### config.mk
export PLATFORM = sky130hd
export DESIGN_NAME = asrs_sequencer
export DESIGN_NICKNAME = d
export VERILOG_FILES = /design/src/rtl/asrs_pkg.sv /design/src/rtl/asrs_sequencer.sv
export SDC_FILE = /design/constraint.sdc
export NUM_CORES = 1
export LEC_CHECK = 0
export ABC_AREA = 1
export BUFFER_PORTS_ARGS = -buffer_cell sky130_fd_sc_hd__buf_2
export CORE_MARGIN = 5
export CORE_UTILIZATION = 53
export CTS_CLUSTER_SIZE = 24
export DETAILED_ROUTE_END_ITERATION = 16
export HOLD_SLACK_MARGIN = 0.12
export PLACE_DENSITY = 0.72
export REMOVE_ABC_BUFFERS = 1
export SLEW_MARGIN = 20
export SYNTH_ARGS = -nofsm -noshare
export SYNTH_HDL_FRONTEND = slang
export SYNTH_SLANG_ARGS = --single-unit
### constraint.sdc
create_clock -name mclk -period 3 [get_ports mclk]
set_input_delay 0.15 -clock mclk [delete_from_list [all_inputs] [get_ports mclk]]
set_output_delay 0.15 -clock mclk [all_outputs]
set_load 0.03 [all_outputs]
### src/rtl/asrs_pkg.sv
// Constants and types shared by the converter setup and readout sequencer.
// Assumes a 10 MHz system clock and a 32-bit AXI4-Lite register bus.
package asrs_pkg;

    // ********************************************************
    // Clock and serial timing
    // ********************************************************
    localparam int CLK_PERIOD_NS  = 100;
    localparam int SCLK_HALF_NS   = 400;  // Least half period of the serial clock
    localparam int SCLK_HALF_CYC  = (SCLK_HALF_NS + CLK_PERIOD_NS - 1) / CLK_PERIOD_NS;
    localparam int HALF_LAST      = 17;   // Setup half, 16 clock halves, release half

    // ********************************************************
    // Register offsets (byte addresses)
    // ********************************************************
    localparam logic [7:0] OFS_CTRL    = 8'h00;
    localparam logic [7:0] OFS_CFG     = 8'h04;
    localparam logic [7:0] OFS_COUNT   = 8'h08;
    localparam logic [7:0] OFS_STATUS  = 8'h0c;
    localparam logic [7:0] OFS_RESULT  = 8'h10;
    localparam logic [7:0] OFS_INTSTAT = 8'h14;
    localparam logic [7:0] OFS_INTMASK = 8'h18;

    // ********************************************************
    // Field positions and reset values
    // ********************************************************
    localparam int          CTRL_START_BIT  = 0;
    localparam int          INT_SAMPLE_BIT  = 0;
    localparam int          INT_DONE_BIT    = 1;
    localparam logic [7:0]  FILT_HIGH_RST   = 8'h4f;  // 24-bit, bipolar, boost off, top nibble set
    localparam logic [7:0]  FILT_LOW_RST    = 8'ha0;  // Largest allowed low part
    localparam logic [7:0]  MODE_RST        = 8'h20;  // Gain 1, burnout off, no sync, self-cal
    localparam logic [15:0] COUNT_RST       = 16'h03e8; // 1000 samples
    localparam logic [1:0]  INTMASK_RST     = 2'h0;

    // ********************************************************
    // Command bytes for the communications register
    // ********************************************************
    localparam logic [7:0] CMD_CHAN_FHIGH = 8'h27;  // Channel six pair, next: filter high
    localparam logic [7:0] CMD_FLOW       = 8'h37;  // Next: filter low
    localparam logic [7:0] CMD_MODE       = 8'h17;  // Next: mode register
    localparam logic [7:0] CMD_READ_DATA  = 8'h5f;  // Next: 24-bit data read
    localparam logic [7:0] READ_FILL      = 8'h00;  // Driven while reading
    localparam logic [2:0] SETUP_LAST     = 3'h5;
    localparam logic [2:0] READ_LAST      = 3'h2;

    // ********************************************************
    // Types
    // ********************************************************
    typedef struct packed {
        logic [7:0] mode;
        logic [7:0] filtLow;
        logic [7:0] filtHigh;
    } asrs_cfg_s;

    typedef struct packed {
        logic [15:0] taken;
        logic [13:0] zero;
        logic        done;
        logic        busy;
    } asrs_status_s;

    typedef enum logic [2:0] {
        ST_IDLE  = 3'b000,
        ST_SETUP = 3'b001,
        ST_WAIT  = 3'b011,
        ST_RDCMD = 3'b010,
        ST_READ  = 3'b110,
        ST_STORE = 3'b111,
        ST_DONE  = 3'b101
    } asrs_state_e;

endpackage : asrs_pkg

### src/rtl/asrs_sequencer.sv
// Host controller that sets up a sigma-delta converter over its three-wire
// serial port and then reads a programmed number of 24-bit results.
// Assumes the converter's clock idle select is strapped by this block (high),
// and that software reaches the controller over AXI4-Lite on mclk.
`timescale 1ns/1ps
`default_nettype none

// Operation
// - Setup opens with a communications write that picks the channel and names the next register.
// - Command byte 0x27 picks the sixth input pair and points the next write at filter high.
// - Filter high carries the top four filter bits plus word length, polarity and boost, 0x4f by default.
// - Command byte 0x37 points the next write at filter low.
// - Filter low carries the bottom eight filter bits.
// - Filter low defaults to 0xa0, the largest allowed low part.
// - Command byte 0x17 points the next write at the mode register.
// - Mode byte 0x20 sets gain one, burnout off, no sync, and starts a self-calibration.
// - The converter pulls its ready line low when a fresh word waits, and the host polls it before each read.
// - Every result read is preceded by command byte 0x5f for a 24-bit data read.
// - A result arrives as three successive byte transfers.
// - Wait and read repeat until the programmed sample count is reached.
// - Bits travel most significant first in both directions.
module asrs_sequencer
    import asrs_pkg::*;
(
    // Clock and reset
    input  wire logic        mclk,
    input  wire logic        rst_n,
    // AXI4-Lite write address and data
    input  wire logic        awvalid,
    output logic             awready,
    input  wire logic [7:0]  awaddr,
    input  wire logic        wvalid,
    output logic             wready,
    input  wire logic [31:0] wdata,
    input  wire logic [3:0]  wstrb,
    // AXI4-Lite write response
    output logic             bvalid,
    input  wire logic        bready,
    output logic [1:0]       bresp,
    // AXI4-Lite read
    input  wire logic        arvalid,
    output logic             arready,
    input  wire logic [7:0]  araddr,
    output logic             rvalid,
    input  wire logic        rready,
    output logic [31:0]      rdata,
    output logic [1:0]       rresp,
    // Interrupt
    output logic             irq,
    // Converter pins
    output logic             sclk,
    output logic             csN,
    output logic             devDataIn,
    input  wire logic        devDataOut,
    input  wire logic        resultReadyN,
    output logic             clockIdlePolaritySelect
);

    // ********************************************************
    // Pin synchronisers
    // ********************************************************
    logic        rdyMeta;
    logic        rdySync;
    logic        misoMeta;
    logic        misoSync;

    // Two stages each; only the second stage is read
    always_ff @(posedge mclk or negedge rst_n) begin
        if (!rst_n) begin
            rdyMeta  <= 1'b1;
            rdySync  <= 1'b1;
            misoMeta <= 1'b0;
            misoSync <= 1'b0;
        end else begin
            rdyMeta  <= resultReadyN;
            rdySync  <= rdyMeta;
            misoMeta <= devDataOut;
            misoSync <= misoMeta;
        end
    end

    // Clock idles high, so the converter's select strap is tied high
    assign clockIdlePolaritySelect = 1'b1;

    // ********************************************************
    // Register state
    // ********************************************************
    asrs_cfg_s    cfg;
    logic [15:0]  sampleCount;
    logic [23:0]  result;
    logic [1:0]   intStatus;
    logic [1:0]   intMask;
    logic [15:0]  taken;
    logic         doneFlag;
    asrs_state_e  state;

    // ********************************************************
    // AXI4-Lite write path
    // ********************************************************
    logic        awHeld;
    logic [7:0]  awAddrQ;
    logic        wHeld;
    logic [31:0] wDataQ;
    logic [3:0]  wStrbQ;

    wire         awTake   = awvalid && awready;
    wire         wTake    = wvalid && wready;
    wire         doWrite  = awHeld && wHeld && !bvalid;
    wire [31:0]  wMask    = {{8{wStrbQ[3]}}, {8{wStrbQ[2]}}, {8{wStrbQ[1]}}, {8{wStrbQ[0]}}};
    wire         selCtrl  = awAddrQ == OFS_CTRL;
    wire         selCfg   = awAddrQ == OFS_CFG;
    wire         selCount = awAddrQ == OFS_COUNT;
    wire         selStat  = awAddrQ == OFS_STATUS;
    wire         selRes   = awAddrQ == OFS_RESULT;
    wire         selIntSt = awAddrQ == OFS_INTSTAT;
    wire         selMask  = awAddrQ == OFS_INTMASK;
    wire         wrMapped = selCtrl || selCfg || selCount || selStat || selRes || selIntSt || selMask;
    wire [31:0]  cfgMerged   = ({8'h00, cfg} & ~wMask) | (wDataQ & wMask);
    wire [31:0]  countMerged = ({16'h0000, sampleCount} & ~wMask) | (wDataQ & wMask);
    wire [31:0]  maskMerged  = ({30'h0, intMask} & ~wMask) | (wDataQ & wMask);
    wire         startReq    = doWrite && selCtrl && wStrbQ[0] && wDataQ[CTRL_START_BIT];

    assign awready = !awHeld;
    assign wready  = !wHeld;

    // Address and data are latched independently, either may come first
    always_ff @(posedge mclk or negedge rst_n) begin
        if (!rst_n) begin
            awHeld  <= 1'b0;
            awAddrQ <= 8'h00;
            wHeld   <= 1'b0;
            wDataQ  <= 32'h0000_0000;
            wStrbQ  <= 4'h0;
        end else begin
            if (awTake) begin
                awHeld  <= 1'b1;
                awAddrQ <= awaddr;
            end else if (doWrite) begin
                awHeld  <= 1'b0;
            end
            if (wTake) begin
                wHeld  <= 1'b1;
                wDataQ <= wdata;
                wStrbQ <= wstrb;
            end else if (doWrite) begin
                wHeld  <= 1'b0;
            end
        end
    end

    // Response one cycle after both halves are held; unmapped gives SLVERR
    always_ff @(posedge mclk or negedge rst_n) begin
        if (!rst_n) begin
            bvalid <= 1'b0;
            bresp  <= 2'b00;
        end else if (doWrite) begin
            bvalid <= 1'b1;
            bresp  <= wrMapped ? 2'b00 : 2'b10;
        end else if (bready) begin
            bvalid <= 1'b0;
        end
    end

    // Software-written configuration; read-only offsets ignore writes
    always_ff @(posedge mclk or negedge rst_n) begin
        if (!rst_n) begin
            cfg         <= '{mode: MODE_RST, filtLow: FILT_LOW_RST, filtHigh: FILT_HIGH_RST};
            sampleCount <= COUNT_RST;
            intMask     <= INTMASK_RST;
        end else if (doWrite) begin
            if (selCfg) cfg <= asrs_cfg_s'(cfgMerged[23:0]);
            if (selCount) sampleCount <= countMerged[15:0];
            if (selMask) intMask <= maskMerged[1:0];
        end
    end

    // ********************************************************
    // AXI4-Lite read path
    // ********************************************************
    asrs_status_s statusWord;
    logic [31:0]  readMux;
    logic         rdMapped;

    wire          arTake = arvalid && arready;
    wire          rdIntSt = arTake && (araddr == OFS_INTSTAT);

    assign arready    = !rvalid;
    assign statusWord = '{taken: taken, zero: 14'h0000, done: doneFlag, busy: state != ST_IDLE};

    // Read selection by address
    always_comb begin
        readMux  = 32'h0000_0000;
        rdMapped = 1'b1;
        case (araddr)
            OFS_CTRL:    readMux = 32'h0000_0000;
            OFS_CFG:     readMux = {8'h00, cfg};
            OFS_COUNT:   readMux = {16'h0000, sampleCount};
            OFS_STATUS:  readMux = statusWord;
            OFS_RESULT:  readMux = {8'h00, result};
            OFS_INTSTAT: readMux = {30'h0, intStatus};
            OFS_INTMASK: readMux = {30'h0, intMask};
            default:     rdMapped = 1'b0;
        endcase
    end

    // Answer one cycle after the address is taken
    always_ff @(posedge mclk or negedge rst_n) begin
        if (!rst_n) begin
            rvalid <= 1'b0;
            rdata  <= 32'h0000_0000;
            rresp  <= 2'b00;
        end else if (arTake) begin
            rvalid <= 1'b1;
            rdata  <= readMux;
            rresp  <= rdMapped ? 2'b00 : 2'b10;
        end else if (rready) begin
            rvalid <= 1'b0;
        end
    end

    // ********************************************************
    // Serial byte engine
    // ********************************************************
    logic        engActive;
    logic [4:0]  halfCnt;
    logic [2:0]  divCnt;
    logic [7:0]  txShift;
    logic [7:0]  rxShift;
    logic [7:0]  rxByte;
    logic        byteDone;
    logic        byteGo;
    logic [7:0]  txByte;

    wire         halfTick  = engActive && (divCnt == 3'(SCLK_HALF_CYC - 1));
    wire [4:0]   halfNext  = halfCnt + 5'h01;
    wire         lastHalf  = halfCnt == 5'(HALF_LAST);
    wire         capHalf   = !halfCnt[0] && (halfCnt != 5'h00) && (halfCnt != 5'(HALF_LAST));

    // Divider: one enable per half serial clock period
    always_ff @(posedge mclk or negedge rst_n) begin
        if (!rst_n) begin
            divCnt <= 3'h0;
        end else if (!engActive || halfTick) begin
            divCnt <= 3'h0;
        end else begin
            divCnt <= divCnt + 3'h1;
        end
    end

    // Mode 3 framing: drive on the falling edge, capture at end of high half
    always_ff @(posedge mclk or negedge rst_n) begin
        if (!rst_n) begin
            engActive <= 1'b0;
            halfCnt   <= 5'h00;
            sclk      <= 1'b1;
            csN       <= 1'b1;
            devDataIn <= 1'b0;
            txShift   <= 8'h00;
            rxShift   <= 8'h00;
            rxByte    <= 8'h00;
            byteDone  <= 1'b0;
        end else begin
            byteDone <= 1'b0;
            if (byteGo) begin
                engActive <= 1'b1;
                halfCnt   <= 5'h00;
                csN       <= 1'b0;
                txShift   <= txByte;
            end else if (halfTick) begin
                halfCnt <= halfNext;
                if (capHalf) rxShift <= {rxShift[6:0], misoSync};
                if (lastHalf) begin
                    engActive <= 1'b0;
                    byteDone  <= 1'b1;
                    rxByte    <= rxShift;
                end else if (halfNext == 5'(HALF_LAST)) begin
                    csN <= 1'b1;
                end else if (halfNext[0]) begin
                    sclk      <= 1'b0;
                    devDataIn <= txShift[7];
                    txShift   <= {txShift[6:0], 1'b0};
                end else begin
                    sclk <= 1'b1;
                end
            end
        end
    end

    // ********************************************************
    // Sequencer
    // ********************************************************
    asrs_state_e next_state;
    logic [2:0]  byteIdx;
    logic        pending;
    logic [23:0] sampleAcc;

    wire         needByte  = (state == ST_SETUP) || (state == ST_RDCMD) || (state == ST_READ);
    wire         lastTaken = (taken + 16'h0001) == sampleCount;

    // Setup byte list: command, payload pairs in fixed order
    function automatic logic [7:0] setupByte(input logic [2:0] idx, input asrs_cfg_s c);
        case (idx)
            3'h0:    setupByte = CMD_CHAN_FHIGH;
            3'h1:    setupByte = c.filtHigh;
            3'h2:    setupByte = CMD_FLOW;
            3'h3:    setupByte = c.filtLow;
            3'h4:    setupByte = CMD_MODE;
            default: setupByte = c.mode;
        endcase
    endfunction : setupByte

    // Back-to-back command and payload rely on the converter being ready at once
    assign byteGo = needByte && !pending && !engActive && !byteDone;
    assign txByte = (state == ST_SETUP) ? setupByte(byteIdx, cfg) :
                    (state == ST_RDCMD) ? CMD_READ_DATA : READ_FILL;

    // Next state
    always_comb begin
        next_state = state;
        case (state)
            ST_IDLE:  if (startReq) next_state = ST_SETUP;
            ST_SETUP: if (byteDone && byteIdx == SETUP_LAST)
                          next_state = (sampleCount == 16'h0000) ? ST_DONE : ST_WAIT;
            ST_WAIT:  if (!rdySync) next_state = ST_RDCMD;
            ST_RDCMD: if (byteDone) next_state = ST_READ;
            ST_READ:  if (byteDone && byteIdx == READ_LAST) next_state = ST_STORE;
            ST_STORE: next_state = lastTaken ? ST_DONE : ST_WAIT;
            ST_DONE:  next_state = ST_IDLE;
            default:  next_state = ST_IDLE;
        endcase
    end

    // State, byte index and request bookkeeping
    always_ff @(posedge mclk or negedge rst_n) begin
        if (!rst_n) begin
            state   <= ST_IDLE;
            byteIdx <= 3'h0;
            pending <= 1'b0;
        end else begin
            state <= next_state;
            if (byteGo) pending <= 1'b1;
            else if (byteDone) pending <= 1'b0;
            if (next_state != state) byteIdx <= 3'h0;
            else if (byteDone) byteIdx <= byteIdx + 3'h1;
        end
    end

    // Result assembly, first byte is the most significant
    always_ff @(posedge mclk or negedge rst_n) begin
        if (!rst_n) begin
            sampleAcc <= 24'h000000;
            result    <= 24'h000000;
            taken     <= 16'h0000;
            doneFlag  <= 1'b0;
        end else begin
            if (state == ST_READ && byteDone) sampleAcc <= {sampleAcc[15:0], rxByte};
            if (state == ST_STORE) begin
                result <= sampleAcc;
                taken  <= taken + 16'h0001;
            end
            if (startReq && state == ST_IDLE) begin
                taken    <= 16'h0000;
                doneFlag <= 1'b0;
            end else if (state == ST_DONE) begin
                doneFlag <= 1'b1;
            end
        end
    end

    // ********************************************************
    // Interrupts
    // ********************************************************
    wire [1:0] intSet = {state == ST_DONE, state == ST_STORE};

    // Sticky events, cleared by a read; a set in the same cycle wins
    always_ff @(posedge mclk or negedge rst_n) begin
        if (!rst_n) begin
            intStatus <= 2'h0;
        end else begin
            intStatus <= (rdIntSt ? 2'h0 : intStatus) | intSet;
        end
    end

    assign irq = |(intStatus & intMask);

endmodule : asrs_sequencer

`default_nettype wire

Word-level counts from Yosys, hierarchy flattened --
Index checks and enable logic that the tools add are counted.
Storage, ports and cells: word-level logic and storage cells 202, register bits 232, output and inout port bits 46
Operators by class: add/sub/neg operators 4, bitwise gates (word level) 13, mux-type cells 50, reductions and logical operators 67, equal/unequal tests 31
Operators with widths (count):
- 32-bit one-hot mux with 6 select lines | 1
- 24-bit AND | 2
- 8-bit by 5-bit equality test with 1-bit output, second input constant | 6
- 8-bit 2-to-1 mux | 6
- 8-bit one-hot mux with 5 select lines | 1
- 8-bit by 4-bit equality test with 1-bit output, second input constant | 4
- 16-bit 2-to-1 mux | 2
- 3-bit 2-to-1 mux | 10
- 24-bit NOT | 1
- 24-bit OR | 1
- 2-bit nonzero test | 12
- 1-bit 2-to-1 mux | 23
- 1-bit logical AND | 19
- 3-bit one-hot mux with 6 select lines | 1
- 16-bit by 1-bit adder with 16-bit output, second input constant | 1
- 16-bit AND | 1
- 16-bit equality test | 1
- 8-bit by 3-bit equality test with 1-bit output, second input constant | 2
- 16-bit logical NOT | 1
- 8-bit logical NOT | 2
- 16-bit OR | 1
- 3-bit by 2-bit equality test with 1-bit output, second input constant | 5
- 3-bit equality test, second input constant | 5
- 5-bit equality test, second input constant | 2
- other kinds (23) | 55

Depth between registers and ports, before layout --
word-level depth 9, mapped depth 16, mapped depth without buffers 16

Least setup slack after synthesis --
OpenSTA, ideal clock, no wires.
path type register -> register, start point register taken[0], end point register byteIdx[1], stages on the path, launching flop included 17, buffers on the path 0, required time 2.879 ns, setup time 0.121 ns, setup slack 1.120 ns, period minus slack after synthesis 1.880 ns, arrival time 1.759 ns, cell sequence dfrtp_1 ha_1 nand2_1 nor2_4 nand2_1 nand3_1 nand2_1 clkinv_1 nand2_1 nor2_1 nand3_1 nor2_2 nand3_2 nand2_1 nand2_1 nand3_2 nor2_1
On the way: longest elaborated chain between the ends 6
Ends and longest elaborated chain:
- from (decl) | RTL line asrs_sequencer.sv:93 | logic [15:0] taken;
- from (signal assigned) | RTL line asrs_sequencer.sv:359 | taken <= taken + 16'h0001;
- 16-bit by 1-bit adder with 16-bit output (*) | RTL line asrs_sequencer.sv:298 | wire lastTaken = (taken + 16'h0001) == sampleCount;
- 16-bit equality test (*) | RTL line asrs_sequencer.sv:298
- 3-bit 2-to-1 mux (*) | RTL line asrs_sequencer.sv:327 | ST_STORE: next_state = lastTaken ? ST_DONE : ST_WAIT;
- 3-bit one-hot mux with 6 select lines (*) | RTL line asrs_sequencer.sv:320 | case (state)
- named net next_state[2] | RTL line asrs_sequencer.sv:292 | asrs_state_e next_state;
- 3-bit inequality test (*) | RTL line asrs_sequencer.sv:343 | if (next_state != state) byteIdx <= 3'h0;
- 3-bit 2-to-1 mux / 2-bit nonzero test (equally long branches)
- to (signal assigned) | RTL line asrs_sequencer.sv:344 | else if (byteDone) byteIdx <= byteIdx + 3'h1;
- to (decl) | RTL line asrs_sequencer.sv:293 | logic [2:0] byteIdx;
Mark *: on every way through the listed nets, which the timed path passes. The rest lies on a longest branch. A chain may end at the register's enable or synchronous reset.

Worst setup path after layout --
start point register taken[0], end point register byteIdx[2]
Same word-level chain as after synthesis.

==> results.md <==
- Status: complete, no violations
- Number of detailed-route iterations in the first pass: 8
- Crit path kind: flip-flop to flip-flop
- Placed cell count: 1575
- Endpoints failing hold: 0
- Syn. warnings: 0
- Power per standard cell area: 698 nW/um^2
- Complex-gate fraction of the synthesized area: 12.9%
- Final Cell Area: 12600 sq um
- Final std cells w/o fill: 1665
- Relative slew slack: 39.8%
- Initial Utilization: 54.0%
- Routed WL per cell: 16.5 um
- Share of cells above drive strength 1: 14.1%
- Min-delay worst type: input port to flip-flop
- Clock skew after layout: 0.0153 ns
- TNS Setup: 0 ns
- Post-layout min period: 2.39 ns
- XOR/XNOR share of the synthesized area: 1.01%
- Avg Cell Area, Syn: 8.49 sq um
- Area of placed instances: 11300 sq um
- Clock Latency Late Sink: 0.54 ns
- H-tree levels: 1
- Ranking of synthesized cells by area: dfrtp_1 50%, nand2_1 11%, o21ai_0 6.6%, inv_1 5.6%, dfstp_2 4.5%
- Detail Placement HPWL: 19300 um
- Initial DRC count: 868
- First-pass GRT wire length: 44400 um
- Crit. End Element: flip-flop
- Unrepaired setup endpoints after global routing: false
- Slowest-stage cell, CP: dfrtp_1
- Post-synthesis register bit count: 230
- Synthesized area: 10500 sq um
- Post-synthesis mux area share: 1.07%
- Max VDD drop: 449 uV
- Root Driver: clkbuf_16
- Syn Inst Count: 1242
- Die area: 22800 sq um
- DR DRC count: 0
- Layout area overhead: 19.4%
- Clock Path Buffers: 3
- F_max: 418 MHz
- DRT Wirelength: 27400 um
- Crit path max fanout: 10
- Antenna Nets Post-Route: 0
- Fin crit share: 79.8%
- Grt ovf: 0
- ANT cells: 0
- Dominant cell type by area after synthesis: dfrtp_1
- Slew Limit Fails: 0
- MaxCap Viol Count: 0
- Worst-path clk slew: 0.06 ns
- Top Ports: 107
- CP dominant cell by count: nand2_1
- Vias per cell: 5.35
- Layout Nets: 1455
- Top-area cell type share of the netlist area: 50.3%
- Initial antenna violation count: 0
- Die Ht: 151 um
- Vias in the first global route: 8532
- Arrival @ worst endpoint: 2.81 ns
- Vias: 8915
- Total Routing Usage GR: 24.7%
- Static leakage: 6.17 nW
- Crit-path leading delay family: simple AND/OR/NAND/NOR gates
- Main combinational cell family by area after synthesis: simple AND/OR/NAND/NOR gates
- Total core area: 19500 sq um
- Setup Fix Bufs, Post-CTS: 0
- Critical-path cell list: ha_1, nand2_1, nor2_4, nand3_2, nand2_1, nand2_1, nand2_1, nand2_1, nor2_1, nand2_1, nor2_2, nand3_2, nand2_1, nand2_1, nand3_2, nor2_1
- Post-Synth Adder-Cell Area: 1.42%
- Largest net degree at the start of global routing: 106
- Post-synthesis cell type count: 44
- Final setup fails: 0
- Routability cong.: 0.987
- Worst path required time: 3.42 ns
- Die width: 151 um
- Port bufs: 94
- Buf+Inv Stages, Crit Path: 0
- Least-Margin Pin Slew: 0.900 ns
- CTS Sinks: 230
- Num rows: 51
- Register area share after synthesis: 54.8%
- Simple-Gate Fraction of Synth Area: 21.3%
- Crit path largest cell delay: 0.47 ns
- TritonCTS clock tree: yes
- Cts bufs inserted: 25
- Startpoint Class: flip-flop
[through the flow]
| step | power, mW | hold slack [ns] | setup slack (ns) | util (%) |
|---|---|---|---|---|
| floorplan | 5.15 | -0.146 | 0.0770 | - |
| global placement | 5.68 | 0.250 | 0.697 | 58.0 |
| detailed placement | 5.74 | 0.259 | 0.617 | 58.0 |
| CTS | 8.83 | 0.140 | 0.618 | 64.5 |
| global route | 9.26 | 0.190 | 0.361 | 64.5 |
| finish | 8.79 | 0.146 | 0.606 | 64.5 |
[metal layers]
metal	global-route usage (%)	wire (um)
met2	38.6	12400
met1	35.4	12100
met3	4.76	2170
met4	7.16	797
met5	0	0
[worst register-to-register path: cells and delay by family, from the launching register on]
| family | cells | cell delay, ns |
|---|---|---|
| and+or+nand+nor | 15 | 1.55 |
| DFF | 1 | 0.47 |
| adders and majority gates | 1 | 0.25 |
[placed cells by master (no fill, tap or decap), types with 7 or more instances in the layout]
cell type / synthesis / routed
a31oi_1: 10 / 10
mux2_2: 10 / 10
a21oi_1: 51 / 51
dfstp_2: 18 / 18
nor2_1: 104 / 103
buf_2: 6 / 93
buf_4: 4 / 12
dfrtp_1: 212 / 212
o22ai_1: 7 / 7
nand3_1: 69 / 69
clkbuf_16: 0 / 25
nor3_1: 12 / 12
a221oi_1: 13 / 13
dlygate4sd3_1: 0 / 45
nand2_1: 313 / 312
nand4_1: 12 / 12
o21ai_0: 139 / 139
clkbuf_8: 0 / 7
inv_1: 156 / 156
ha_1: 12 / 12
clkbuf_1: 28 / 7
[power breakdown]
group | switching (mW) | internal [mW]
combinational | 1.07 | 0.604
clock | 1.23 | 1.80
sequential | 0.395 | 3.69
total | 2.70 | 6.10
[cell usage after synthesis (all sizes together)]
master,count
nand2,315
dfrtp,212
inv,158
o21ai,140
nor2,114
nand3,72
a21oi,51
clkbuf,28
dfstp,18
nor3,15
a221oi,13
buf,13
ha,12
nand4,12
a31oi,11
mux2,10
o22ai,7
a22o,6
xor2,6
o211ai,4
o221ai,4
clkinv,3
nand3b,3
a211oi,2
conb,2
nor4,2
xnor3,2
a22oi,1
a32oi,1
o2111a,1
o21a,1
o2bb2ai,1
or2,1
xnor2,1
[layout make-up]
type / count / area (sq um)
clock inverters: 6 / 70.1
clock buffers: 39 / 748
flip-flops and latches: 230 / 5780
repair buffers: 153 / 1060
fillers: 1608 / 6940
multi-input cells: 811 / 4000
well taps: 265 / 332
inverters: 161 / 604
[final timing paths]
path                          start    endpoint  slack, ns  cells after the start
setup / recovery           taken[0]  byteIdx[2]       0.61                     16
hold / removal              arvalid      rvalid       0.15                      4
setup reg to reg           taken[0]  byteIdx[2]       0.61                     16
hold reg to reg            misoMeta    misoSync       0.35                      0
max in group asynchronous     rst_n        sclk       1.89                      3
min in group asynchronous     rst_n    bresp[1]       0.23                      2
[repair_timing]
action                    CTS  global route
resized for setup           0             0
hold endpoints to repair  139             0
hold buffers               45             0
[logic make-up after synthesis]
group / count (synthesis)
AND/OR/NAND/NOR: 534
AO/OA/AOI/OAI: 243
flip-flops: 230
buffers and inverters: 202
adder cells (fa/ha/maj): 12
multiplexers: 10
XOR/XNOR: 9
other: 2
Note: power is estimated with default switching activity, not from simulation.
